--- src/hdl/pcierq_pkg.sv ---
// Shared constants and carrier types for the requester flow and completion block.
package pcierq_pkg;
   localparam int TAG_W = 6;
   localparam int TBL_DEPTH = 64;
   localparam logic [6:0] TBL_FULL = 7'h40;
   localparam int CNT_W = 8;
   localparam logic [CNT_W-1:0] NPH_INIT = 8'h03;
   localparam logic [CNT_W-1:0] NPD_INIT = 8'h02;
   localparam logic [1:0] AVAIL_NONE = 2'h0;
   localparam logic [1:0] AVAIL_MANY = 2'h3;
   localparam int ORDER_DEPTH = 2;
   localparam int DESC_BYTES = 12;
   localparam int LADDR_LSB = 0;
   localparam int ERR_LSB = 12;
   localparam int BCNT_LSB = 16;
   localparam int DWCNT_LSB = 0;
   localparam int TAG_LSB = 0;
   localparam logic [10:0] DW_ZERO = 11'h000;
   localparam logic [10:0] DW_ONE = 11'h001;

   typedef struct packed {
      logic is_np;
      logic has_data;
      logic [3:0] seq;
      logic [2:0] addr_offset;
      logic [TAG_W-1:0] tag;
      logic [11:0] addr_lo;
   } pcierq_side_t;

   typedef struct packed {
      logic [TAG_W-1:0] tag;
      logic [3:0] err;
      logic [12:0] byte_cnt;
      logic [10:0] dw_cnt;
      logic final_cpl;
   } pcierq_cpl_hdr_t;

   typedef struct packed {
      logic [2:0] addr_offset;
      logic [11:0] addr_lo;
   } pcierq_entry_t;

   typedef enum logic [2:0] {
      S_IDLE, S_D0, S_D1, S_D2, S_PAY
   } pcierq_state_t;
endpackage

--- src/hdl/pcierq_flow.sv ---
// Requester flow control, posted order reporting and completion framing.
//
// Summary of operation
// A non-posted request may be held off for lack of credit or tags.
// Two-bit header credit code: none, one, two, three or more.
// Two-bit data credit code uses the same saturating scheme.
// Credit codes lag the descriptor beat by two clock cycles.
// User subtracts credits it spent in the two preceding cycles.
// Non-posted with payload costs header, data, tag; without, header and tag.
// Requests leave toward the link in exactly the accepted order.
// User may give a 4-bit sequence number on the first beat.
// One-cycle strobe with the sequence number at the no-overtake point.
// Later completions cannot overtake a posted request once reported.
// Each completion becomes one packet: 96-bit descriptor, then payload.
// Dword-aligned mode: payload follows descriptor with no gap.
// Address-aligned mode: payload next beat, at the offset lane.
// Address-aligned completions only when requests are address-aligned.
// Descriptor is 12 bytes, two beats on this 64-bit path.
// Each split completion is its own packet with its own descriptor.
// Descriptor bits 11:0 give the stored low byte address.
// On error only lower address bits 6:0 are valid to the user.
// The request offset sets the completion data start lane.
// Pending table holds 64 non-posted requests indexed by tag.
// Sequence numbers are reported in request acceptance order.
`timescale 1ns/1ps
module pcierq_flow import pcierq_pkg::*; (
   input wire logic clock,
   input wire logic sys_rst,
   input wire logic clk_en,
   input wire logic rc_addr_aligned,
   input wire logic rq_addr_aligned,
   input wire logic rq_valid,
   input wire logic rq_first,
   input wire logic rq_last,
   input wire logic [63:0] rq_data,
   input wire pcierq_side_t req_sideband_user,
   output logic rq_ready,
   output logic tx_valid,
   output logic tx_last,
   output logic [63:0] tx_data,
   input wire logic np_hdr_return,
   input wire logic np_data_return,
   output logic [1:0] np_header_credit_avail,
   output logic [1:0] np_data_credit_avail,
   output logic posted_order_tag_strobe,
   output logic [3:0] posted_order_tag_out,
   input wire logic cpl_hdr_valid,
   input wire pcierq_cpl_hdr_t cpl_hdr,
   output logic cpl_hdr_ready,
   input wire logic cpl_dw_valid,
   input wire logic [31:0] cpl_dw,
   output logic cpl_dw_ready,
   output logic rc_valid,
   input wire logic rc_ready,
   output logic [63:0] rc_data,
   output logic [1:0] rc_keep,
   output logic rc_last
);

   function automatic logic [1:0] sat_code(input logic [CNT_W-1:0] c);
      sat_code = (c >= CNT_W'(AVAIL_MANY)) ? AVAIL_MANY : c[1:0];
   endfunction

   ////////////////////////////////////////////////////////////////////////
   // Request side: credits, tags, pass-through and order reporting.
   logic rq_take;
   logic np_take;
   logic p_take;
   logic [CNT_W-1:0] hdr_cnt_ff, nxt_hdr_cnt;
   logic [CNT_W-1:0] dat_cnt_ff, nxt_dat_cnt;
   logic [6:0] outst_ff, nxt_outst;
   logic in_pkt_ff, nxt_in_pkt;
   logic rq_ready_ff, nxt_rq_ready;
   logic [1:0] nph_ff, nxt_nph, npd_ff, nxt_npd;
   logic tx_valid_ff, tx_last_ff;
   logic [63:0] tx_data_ff;
   logic [ORDER_DEPTH:0] ord_vld_ff, nxt_ord_vld;
   logic [3:0] ord_seq_ff [ORDER_DEPTH+1];
   logic tag_free;
   pcierq_entry_t tbl [TBL_DEPTH];

   assign rq_take = rq_valid && rq_ready_ff;
   assign np_take = rq_take && rq_first && req_sideband_user.is_np;
   assign p_take = rq_take && rq_first && !req_sideband_user.is_np;
   logic cpl_retire;

   always_comb begin
      nxt_hdr_cnt = hdr_cnt_ff + CNT_W'(np_hdr_return) - CNT_W'(np_take);
      nxt_dat_cnt = dat_cnt_ff + CNT_W'(np_data_return)
         - CNT_W'(np_take && req_sideband_user.has_data);
      nxt_outst = outst_ff + 7'(np_take) - 7'(cpl_retire);
      nxt_in_pkt = rq_take ? !rq_last : in_pkt_ff;
      tag_free = nxt_outst < TBL_FULL;
      // Head of line is held for any beginning packet until credit exists.
      nxt_rq_ready = nxt_in_pkt || (nxt_hdr_cnt != '0 && nxt_dat_cnt != '0
         && tag_free);
      nxt_nph = sat_code(hdr_cnt_ff);
      nxt_npd = sat_code(dat_cnt_ff);
      nxt_ord_vld = {ord_vld_ff[ORDER_DEPTH-1:0], p_take};
   end

   always_ff @(posedge clock or posedge sys_rst) begin
      if (sys_rst) begin
         hdr_cnt_ff <= NPH_INIT;
         dat_cnt_ff <= NPD_INIT;
         outst_ff <= '0;
         in_pkt_ff <= 1'b0;
         rq_ready_ff <= 1'b0;
         nph_ff <= AVAIL_NONE;
         npd_ff <= AVAIL_NONE;
         tx_valid_ff <= 1'b0;
         tx_last_ff <= 1'b0;
         tx_data_ff <= '0;
         ord_vld_ff <= '0;
         for (int i = 0; i <= ORDER_DEPTH; i++) begin
            ord_seq_ff[i] <= '0;
         end
      end else if (clk_en) begin
         hdr_cnt_ff <= nxt_hdr_cnt;
         dat_cnt_ff <= nxt_dat_cnt;
         outst_ff <= nxt_outst;
         in_pkt_ff <= nxt_in_pkt;
         rq_ready_ff <= nxt_rq_ready;
         nph_ff <= nxt_nph;
         npd_ff <= nxt_npd;
         tx_valid_ff <= rq_take;
         tx_last_ff <= rq_take && rq_last;
         tx_data_ff <= rq_take ? rq_data : tx_data_ff;
         ord_vld_ff <= nxt_ord_vld;
         ord_seq_ff[0] <= req_sideband_user.seq;
         for (int i = 1; i <= ORDER_DEPTH; i++) begin
            ord_seq_ff[i] <= ord_seq_ff[i-1];
         end
      end
   end

   always_ff @(posedge clock) begin
      if (clk_en && np_take) begin
         tbl[req_sideband_user.tag] <= {req_sideband_user.addr_offset,
            req_sideband_user.addr_lo};
      end
   end

   ////////////////////////////////////////////////////////////////////////
   // Completion side: descriptor and payload framing onto 64-bit beats.
   pcierq_state_t st_ff, nxt_st;
   pcierq_cpl_hdr_t hdr_ff, nxt_hdr;
   pcierq_entry_t ent_ff, nxt_ent;
   logic [10:0] left_ff, nxt_left;
   logic lane_ff, nxt_lane;
   logic [63:0] bt_data_ff, nxt_bt_data;
   logic [1:0] bt_keep_ff, nxt_bt_keep;
   logic bt_valid_ff, nxt_bt_valid;
   logic bt_last_ff, nxt_bt_last;
   logic hdr_rdy_ff, nxt_hdr_rdy;
   logic dw_rdy_ff, nxt_dw_rdy;
   logic fin_ff, nxt_fin;
   logic aligned;
   logic put;
   logic put_lane;
   logic put_close;
   logic put_last;
   logic [31:0] put_dw;
   logic [95:0] desc;

   assign aligned = rc_addr_aligned && rq_addr_aligned;
   assign cpl_retire = bt_valid_ff && rc_ready && bt_last_ff && fin_ff;

   always_comb begin
      desc = '0;
      desc[LADDR_LSB +: 12] = ent_ff.addr_lo;
      desc[ERR_LSB +: 4] = hdr_ff.err;
      desc[BCNT_LSB +: 13] = hdr_ff.byte_cnt;
      desc[32 + DWCNT_LSB +: 11] = hdr_ff.dw_cnt;
      desc[64 + TAG_LSB +: TAG_W] = hdr_ff.tag;
      nxt_st = st_ff;
      nxt_hdr = hdr_ff;
      nxt_ent = ent_ff;
      nxt_left = left_ff;
      nxt_lane = lane_ff;
      nxt_fin = fin_ff;
      put = 1'b0;
      put_lane = 1'b0;
      put_close = 1'b0;
      put_last = 1'b0;
      put_dw = '0;
      unique case (st_ff)
         S_IDLE: begin
            if (cpl_hdr_valid && hdr_rdy_ff) begin
               nxt_hdr = cpl_hdr;
               nxt_ent = tbl[cpl_hdr.tag];
               nxt_left = cpl_hdr.dw_cnt;
               nxt_fin = cpl_hdr.final_cpl;
               nxt_st = S_D0;
            end
         end
         S_D0: begin
            if (!bt_valid_ff) begin
               put = 1'b1;
               put_dw = desc[31:0];
               nxt_st = S_D1;
            end
         end
         S_D1: begin
            if (!bt_valid_ff) begin
               put = 1'b1;
               put_lane = 1'b1;
               put_close = 1'b1;
               put_dw = desc[63:32];
               nxt_st = S_D2;
            end
         end
         S_D2: begin
            if (!bt_valid_ff) begin
               put = 1'b1;
               put_dw = desc[95:64];
               put_last = left_ff == DW_ZERO;
               put_close = aligned || put_last;
               nxt_lane = aligned ? ent_ff.addr_offset[0] : 1'b1;
               nxt_st = put_last ? S_IDLE : S_PAY;
            end
         end
         S_PAY: begin
            if (cpl_dw_valid && dw_rdy_ff) begin
               put = 1'b1;
               put_lane = lane_ff;
               put_dw = cpl_dw;
               put_last = left_ff == DW_ONE;
               put_close = lane_ff || put_last;
               nxt_lane = !lane_ff;
               nxt_left = left_ff - DW_ONE;
               nxt_st = put_last ? S_IDLE : S_PAY;
            end
         end
      endcase
      nxt_bt_data = bt_data_ff;
      nxt_bt_keep = bt_keep_ff;
      nxt_bt_valid = bt_valid_ff;
      nxt_bt_last = bt_last_ff;
      if (bt_valid_ff && rc_ready) begin
         nxt_bt_valid = 1'b0;
         nxt_bt_keep = '0;
         nxt_bt_last = 1'b0;
      end
      if (put) begin
         nxt_bt_data[put_lane*32 +: 32] = put_dw;
         nxt_bt_keep[put_lane] = 1'b1;
         nxt_bt_valid = put_close;
         nxt_bt_last = put_last;
      end
      nxt_hdr_rdy = nxt_st == S_IDLE && !nxt_bt_valid;
      nxt_dw_rdy = nxt_st == S_PAY && !nxt_bt_valid;
   end

   always_ff @(posedge clock or posedge sys_rst) begin
      if (sys_rst) begin
         st_ff <= S_IDLE;
         hdr_ff <= '0;
         ent_ff <= '0;
         left_ff <= '0;
         lane_ff <= 1'b0;
         fin_ff <= 1'b0;
         bt_data_ff <= '0;
         bt_keep_ff <= '0;
         bt_valid_ff <= 1'b0;
         bt_last_ff <= 1'b0;
         hdr_rdy_ff <= 1'b0;
         dw_rdy_ff <= 1'b0;
      end else if (clk_en) begin
         st_ff <= nxt_st;
         hdr_ff <= nxt_hdr;
         ent_ff <= nxt_ent;
         left_ff <= nxt_left;
         lane_ff <= nxt_lane;
         fin_ff <= nxt_fin;
         bt_data_ff <= nxt_bt_data;
         bt_keep_ff <= nxt_bt_keep;
         bt_valid_ff <= nxt_bt_valid;
         bt_last_ff <= nxt_bt_last;
         hdr_rdy_ff <= nxt_hdr_rdy;
         dw_rdy_ff <= nxt_dw_rdy;
      end
   end

   assign rq_ready = rq_ready_ff;
   assign tx_valid = tx_valid_ff;
   assign tx_last = tx_last_ff;
   assign tx_data = tx_data_ff;
   assign np_header_credit_avail = nph_ff;
   assign np_data_credit_avail = npd_ff;
   assign posted_order_tag_strobe = ord_vld_ff[ORDER_DEPTH];
   assign posted_order_tag_out = ord_seq_ff[ORDER_DEPTH];
   assign cpl_hdr_ready = hdr_rdy_ff;
   assign cpl_dw_ready = dw_rdy_ff;
   assign rc_valid = bt_valid_ff;
   assign rc_data = bt_data_ff;
   assign rc_keep = bt_keep_ff;
   assign rc_last = bt_last_ff;

   ////////////////////////////////////////////////////////////////////////
   // Checks.
   a_np_credit_stall: assert property (@(posedge clock) disable iff (sys_rst)
      np_take |-> hdr_cnt_ff != '0 && dat_cnt_ff != '0)
      else $error("non-posted request taken without credit");
   a_hdr_code_lag: assert property (@(posedge clock) disable iff (sys_rst)
      clk_en && $past(clk_en) |=> nph_ff == sat_code($past(hdr_cnt_ff)))
      else $error("header credit code wrong");
   a_data_code_lag: assert property (@(posedge clock) disable iff (sys_rst)
      clk_en && !np_data_return && np_take && req_sideband_user.has_data
      && dat_cnt_ff == 8'h01 ##1 clk_en ##1 clk_en
      |-> npd_ff == AVAIL_NONE)
      else $error("data credit code did not reach zero two cycles on");
   a_hdr_consume: assert property (@(posedge clock) disable iff (sys_rst)
      clk_en && np_take && !np_hdr_return
      |=> hdr_cnt_ff == $past(hdr_cnt_ff) - 8'h01)
      else $error("header credit not consumed");
   a_tx_order: assert property (@(posedge clock) disable iff (sys_rst)
      clk_en && rq_take |=> tx_valid_ff && tx_data_ff == $past(rq_data))
      else $error("request not passed in order");
   a_seq_report: assert property (@(posedge clock) disable iff (sys_rst)
      clk_en && p_take ##1 clk_en ##1 clk_en ##1 clk_en
      |-> posted_order_tag_strobe
      && posted_order_tag_out == $past(req_sideband_user.seq, 3))
      else $error("sequence number not reported");
   a_desc_low_addr: assert property (@(posedge clock) disable iff (sys_rst)
      clk_en && st_ff == S_D0 && !bt_valid_ff
      |=> bt_data_ff[11:0] == $past(ent_ff.addr_lo))
      else $error("lower address not from table");
   a_align_gap: assert property (@(posedge clock) disable iff (sys_rst)
      clk_en && st_ff == S_D2 && !bt_valid_ff && aligned
      |=> bt_valid_ff && bt_keep_ff == 2'h1)
      else $error("aligned payload shares descriptor beat");
   a_dword_pack: assert property (@(posedge clock) disable iff (sys_rst)
      clk_en && st_ff == S_D2 && !bt_valid_ff && !aligned && left_ff != '0
      |=> !bt_valid_ff && st_ff == S_PAY && lane_ff)
      else $error("dword-aligned payload left a gap");
   a_table_bound: assert property (@(posedge clock) disable iff (sys_rst)
      outst_ff <= TBL_FULL)
      else $error("pending table overrun");

endmodule // pcierq_flow

--- config.mk ---
export PLATFORM = sky130hd
export DESIGN_NAME = pcierq_flow
export DESIGN_NICKNAME = d
export VERILOG_FILES = /design/src/hdl/pcierq_pkg.sv /design/src/hdl/pcierq_flow.sv
export SDC_FILE = /design/constraint.sdc
export NUM_CORES = 1
export LEC_CHECK = 0
export ABC_AREA = 0
export BUFFER_PORTS_ARGS = -buffer_cell sky130_fd_sc_hd__buf_4
export CAP_MARGIN = 20
export CORE_ASPECT_RATIO = 0.9
export CORE_UTILIZATION = 54
export DETAILED_ROUTE_END_ITERATION = 7
export PLACE_DENSITY = 0.76
export SLEW_MARGIN = 10
export SYNTH_ARGS = -nofsm -noshare
export SYNTH_HDL_FRONTEND = slang
export SYNTH_SLANG_ARGS = --single-unit
--- constraint.sdc ---
create_clock -name clock -period 7.1 [get_ports clock]
set_clock_uncertainty 0.1 [all_clocks]
set_input_delay 0.355 -clock clock [delete_from_list [all_inputs] [get_ports clock]]
set_output_delay 0.355 -clock clock [all_outputs]
set_load 0.03 [all_outputs]
Yosys cells after proc, flatten, opt, wreduce, memory -nomap -nowiden. Memory sizes are Yosys's and may differ from the RTL's. A register that Yosys moved wholly into a read port is not among the register bits. Cells that the tools add are included.

Memories kept: 1. Word-level logic and storage cells: 139. Flip-flop bits (word level): 230. Bits in writable memories: 960.

Memory list: tbl (words 64, width 15, read ports 1, clocked after Yosys merged registers in 1, wr ports 1, line pcierq_flow.sv:80) `pcierq_entry_t tbl [TBL_DEPTH];`.

$add $sub $neg: 8. Multiplexer cells: 45. Equality and inequality tests: 9. Bitwise gates (word level): 1. Magnitude comparators: 5. Shift-type cells: 2. Reduce and logical (&&, ||, !) cells: 40.

Operators by type and width (count): 32-bit one-hot mux with 4 select lines (1); 64-bit bitwise mux (1); 32-bit by 34-bit variable shift with 64-bit output, first input constant (1); 32-bit by 34-bit variable part select with 64-bit output (1); 6-bit negator with 34-bit output (1); 11-bit two-way mux (3); 32-bit two-way mux (1); 29-bit two-way mux (1); 11-bit one-hot mux with 2 select lines (1); 3-bit two-way mux (7); 1-bit logical AND (18); 1-bit two-way mux (18); 8-bit by 1-bit adder with 8-bit output (2); 8-bit by 2-bit greater-or-equal comparator with 1-bit output, second input constant (2); 8-bit nonzero test (2); 8-bit by 1-bit subtractor with 8-bit output (2); 3-bit one-hot mux with 5 select lines (1); 11-bit by 1-bit equality test with 1-bit output, second input constant (1); 11-bit zero test (1); 11-bit by 1-bit subtractor with 11-bit output, second input constant (1); 2-bit two-way mux (4); 1-bit one-hot mux with 2 select lines (4); 4-bit AND reduction (2); 7-bit by 1-bit adder with 7-bit output (1); other kinds (19) (33).

Logic depth before layout (Yosys ltp).
Depth after elaboration: 9. Depth in mapped cells: 13.

Least setup slack after synthesis. Ideal clock, no wire load.

Path type: reg-to-reg. Start point: reg bt_valid_ff (netlist: rc_valid). End point: reg rq_ready_ff (netlist: rq_ready). Data required time: 6.906 ns. Slack: 3.919 ns. Path buffers: 1. Arrival: 2.988 ns. Setup time: 0.094 ns. Stages on the path, launching flop included: 13. Cells stage by stage: dfrtp_1 > clkbuf_1 > nand2_1 > nor2_1 > ha_1 > or2_2 > fa_1 > nor2b_1 > o31ai_1 > a311oi_1 > xnor2_1 > nand2_1 > a211oi_1.

Cells in the longest elaborated chain, start to end: 7.

RTL lines: from (decl) (line pcierq_flow.sv:153) `logic bt_valid_ff, nxt_bt_valid;`; from (signal assigned) (line pcierq_flow.sv:278) `bt_valid_ff <= nxt_bt_valid;`; 1-bit logical AND (3 in series) (line pcierq_flow.sv:167) `assign cpl_retire = bt_valid_ff && rc_ready && bt_last_ff && fin_ff;`; 7-bit by 1-bit subtractor with 7-bit output (line pcierq_flow.sv:91) `nxt_outst = outst_ff + 7'(np_take) - 7'(cpl_retire);`; 7-bit < comparator (line pcierq_flow.sv:93) `tag_free = nxt_outst < TBL_FULL;`; 1-bit logical AND (line pcierq_flow.sv:96) `&& tag_free);`; 1-bit logical OR (line pcierq_flow.sv:95) `nxt_rq_ready = nxt_in_pkt || (nxt_hdr_cnt != '0 && nxt_dat_cnt != '0`; to (signal assigned) (line pcierq_flow.sv:123) `rq_ready_ff <= nxt_rq_ready;`; to (decl) (line pcierq_flow.sv:73) `logic rq_ready_ff, nxt_rq_ready;`.

No other way between the ends. A chain may end at the register's enable or synchronous reset.

Worst setup path after layout.
Start point: reg st_ff[2]. End point: reg bt_data_ff[0] (netlist: rc_data[0]).

Cells in the longest elaborated chain, start to end: 5. Elaborated cells between the ends (all ways): 13.

RTL lines: from (decl) (line pcierq_flow.sv:146) `pcierq_state_t st_ff, nxt_st;`; from (signal assigned) (line pcierq_flow.sv:270) `st_ff <= nxt_st;`; 3-bit equality test / 3-bit by 2-bit equality test with 1-bit output (equally long branches) (line pcierq_flow.sv:187) `unique case (st_ff)`; 1-bit one-hot mux with 2 select lines (line pcierq_flow.sv:187); 6-bit negator with 34-bit output (line pcierq_flow.sv:246) `nxt_bt_data[put_lane*32 +: 32] = put_dw;`; 32-bit by 34-bit variable part select with 64-bit output / 32-bit by 34-bit variable shift with 64-bit output (equally long branches) (line pcierq_flow.sv:246); 64-bit bitwise mux (line pcierq_flow.sv:246); to (signal assigned) (line pcierq_flow.sv:276) `bt_data_ff <= nxt_bt_data;`; to (decl) (line pcierq_flow.sv:151) `logic [63:0] bt_data_ff, nxt_bt_data;`.

Parallel ways exist; a longest one is shown, timed or not.

==> impl_metrics.yaml <==
sta:
  final_hold_viol_count: 0
  worstMarginPinSlew_ns: 1.07
  fin_tns_setup_ns: 0
  slew_headroom_pct: 28.5
  fmax_mhz: 271
  rsz0062_at_grt: "false"
  setup_viol: 0
  fin_crit_sh_pct: 51.9
  report.final.slew_viol_count: 0
  period_minus_slack_ns: 3.69
  whs_ns: 0.0383
grt:
  grt.overflow.total: 0
  grt_pass1_wl_mm: 160
  grt_antenna_before_repair: 8
  grt_start_max_net_pins: 133
  first_global_vias: 26000
  track_usage_pct: 26.5
power_and_ir_drop:
  vdd_drop_max_v: 0.000347
  p_leak_nw: 18.7
  power_frac_seq_pct: 47.3
  switching_share_pct: 27.7
  p_switching_mw: 4.39
  pwr-share-comb_pct: 18.9
  clock_power_share_pct: 33.8
  p_int_mw: 11.5
  cellPowerDensity_mw_per_mm2: 309
setup_path:
  r2r_slack_ns: 3.41
  endpoint_kind: "register"
  cp_max_fo: 65
  crit_arrival_ns: 4.08
  start_kind: "register"
  critPathKind: "reg2reg"
  crit_required_ns: 7.49
detailed_routing:
  via_count: 25400
  routedWlPerCell_microns: 25.9
  drt-total-wl_mm: 107
  dr.pass1.iters: 6
  ant_nets: 0
  remaining_drc_errors: 0
  via_per_inst: 6.14
  drtIter0Drc: 2779
synth:
  synth_nets: 2727
  synthCells: 2520
  synthTopCellsByArea: "edfxtp_1 (58%), dfrtp_1 (14%), mux4_2 (9.3%), mux2_2 (2.5%), nand2_1 (2.2%)"
  synthFlopType: "edfxtp_1"
  yosysWarnings: 0
  synth_top_area_share_pct: 58.0
  synth.distinct_cells: 69
  async_reset_ff_share_pct: 22.6
  netlist_area_sq_mm: 0.0430
  synth_edf_count: 832
  ys_ff_latch: 1075
  ys_seq_area_share_pct: 72.2
  synth_top_area_cell: "edfxtp_1"
  synth.avg_cell_area_sq_um: 17.1
floorplanning:
  start_util_pct: 54.9
  die_area_sq_mm: 0.0808
  num_rows: 97
  coreArea_sq_mm: 0.0784
  die_width_microns: 300
  die_y_microns: 270
  num_io_pins: 317
layout:
  layout_common_cells: "edfxtp_1 (832), buf_4 (367), nand2_1 (250), dfrtp_1 (240), mux4_2 (178)"
  layout_commonest_cell: "edfxtp_1"
  final_util_pct: 65.5
  syn2layout_area_growth_pct: 19.3
  drive_gt1_share_pct: 27.2
  fillCellCount: 5034
  finalNetCount: 3218
cts:
  cts-resized-gates: 0
  clk_pin_slew_ns: 0.06
  cts.htree.levels: 3
  post_cts_buffers: 0
  clock_latency_ns: 0.68
  cts_hold_buf: 134
  root_buffer: "clkbuf_16"
  cts_buffers: 100
  cts.path.max_buffers: 3
  cts_num_sinks: 1075
  cts_tree: "yes"
run:
  maxCapViolations: 0
placed_design:
  dp_hpwl_mm: 63.6
  portBuffers: 314
  globalplace.congestion: 0.870
status:
  outcome: "finished, final reports clean"
worst_hold_path:
  hold_path_class: "in2reg"
[power groups by stage]
stage                     registers (mW)  logic [mW]  clock network (mW)
after CTS                           7.48        2.95                5.40
after global routing                7.55        3.22                5.64
after global placement              7.58        2.74                   0
after detailed placement            7.61        2.87                   0
after floorplan                     7.97        1.50                   0
final                               7.50        2.99                5.36
[worst paths after layout]
path                                          end  depth (start not counted)                  from
max in group asynchronous  tx_data[9]$_DFFE_PP0P_                          5               sys_rst
max                        rc_data[0]$_DFFE_PP0P_                          7  st_ff[2]$_DFFE_PP0P_
max reg2reg                rc_data[0]$_DFFE_PP0P_                          7  st_ff[2]$_DFFE_PP0P_
min                        rc_data[7]$_DFFE_PP0P_                          3             cpl_dw[7]
min in group asynchronous  rc_data[0]$_DFFE_PP0P_                          3               sys_rst
min reg2reg                  desc[65]$_DFFE_PP0P_                          2  desc[65]$_DFFE_PP0P_
[synth_stat cells (6+ instances only)]
master    number
a21boi_0       8
nor3_1        16
buf_1         14
nand2_1      252
inv_1         51
o21ai_0      122
edfxtp_1     832
a221oi_1      24
a22oi_1       51
nand3_1       16
mux2i_1       66
dfrtp_1      240
mux4_2       178
nand2b_1      12
o221ai_1      17
nor2b_1       25
nand4_1        8
o22ai_1       11
clkbuf_1      60
a31oi_1       10
a21oi_1       52
buf_6         10
nor3b_1        6
nor2_1       123
a222oi_1      11
ha_1          33
a211oi_1      11
or3_1         11
xnor2_1        8
mux2_2        96
buf_2         28
buf_4         23
[worst max-delay path, stage by stage (launching register included)]
cell and delay [ns]:
dfrtp_1 0.61, nor3b_2 0.79, and3_2 0.93, nor2b_1 0.30
o21ai_4 0.06, buf_4 0.36, nand2_1 0.20, o21ai_0 0.14
[final cells by class]
class | instances | area [sq um] | share of cell area, %
repair buffers | 526 | 4430 | 8.63
clock inverters | 54 | 567 | 1.10
clock buffers | 127 | 2690 | 5.23
well taps | 1039 | 1300 | 2.53
multi-input cells | 1257 | 11100 | 21.6
flip-flops and latches | 1075 | 31100 | 60.5
inverters | 51 | 195 | 0.380
diodes | 5 | 12.5 | 0.0244
[metrics by stage]
stage          std cells  total power, mW  setup WS (ns)  area (sq um)
2_1_floorplan       2520             9.48           3.46         43000
3_3_place_gp        3774             10.3           3.17         46300
3_5_place_dp        3801             10.5           3.17         46600
4_1_cts             4116             15.8           3.13         51200
5_1_grt             4134             16.4           3.17         51400
6_report            4134             15.8           3.41         51400
[metal layers]
metal	GRT usage [%]	share of wire (%)
met5	0	0.024
met4	9.09	3.4
met3	5.65	9.2
met1	35.1	38
met2	43.8	49
[flip-flops by register name (all words and copies together) (netlist names), 7 cells and up]
name and flops:
tbl 832, rc_data 64, tx_data 64, desc 46, left_ff 11, dat_cnt_ff 8
hdr_cnt_ff 8, ord_seq_ff 8, outst_ff 7
[kinds of logic (layout without fill, tap and decap cells)]
family	Yosys count	in the layout	synth area share, %
muxes	344	344	13.6
xor gates and xnor gates	13	13	0.265
buffers and inverters	188	758	2.17
AOI/OAI and AO/OA	369	369	5.65
adders and majority gates	36	36	1.10
DFF	1075	1075	72.2
other	0	5	0
and+or+nand+nor	495	495	5.03
No activity file was read; power rests on OpenSTA's default activity.
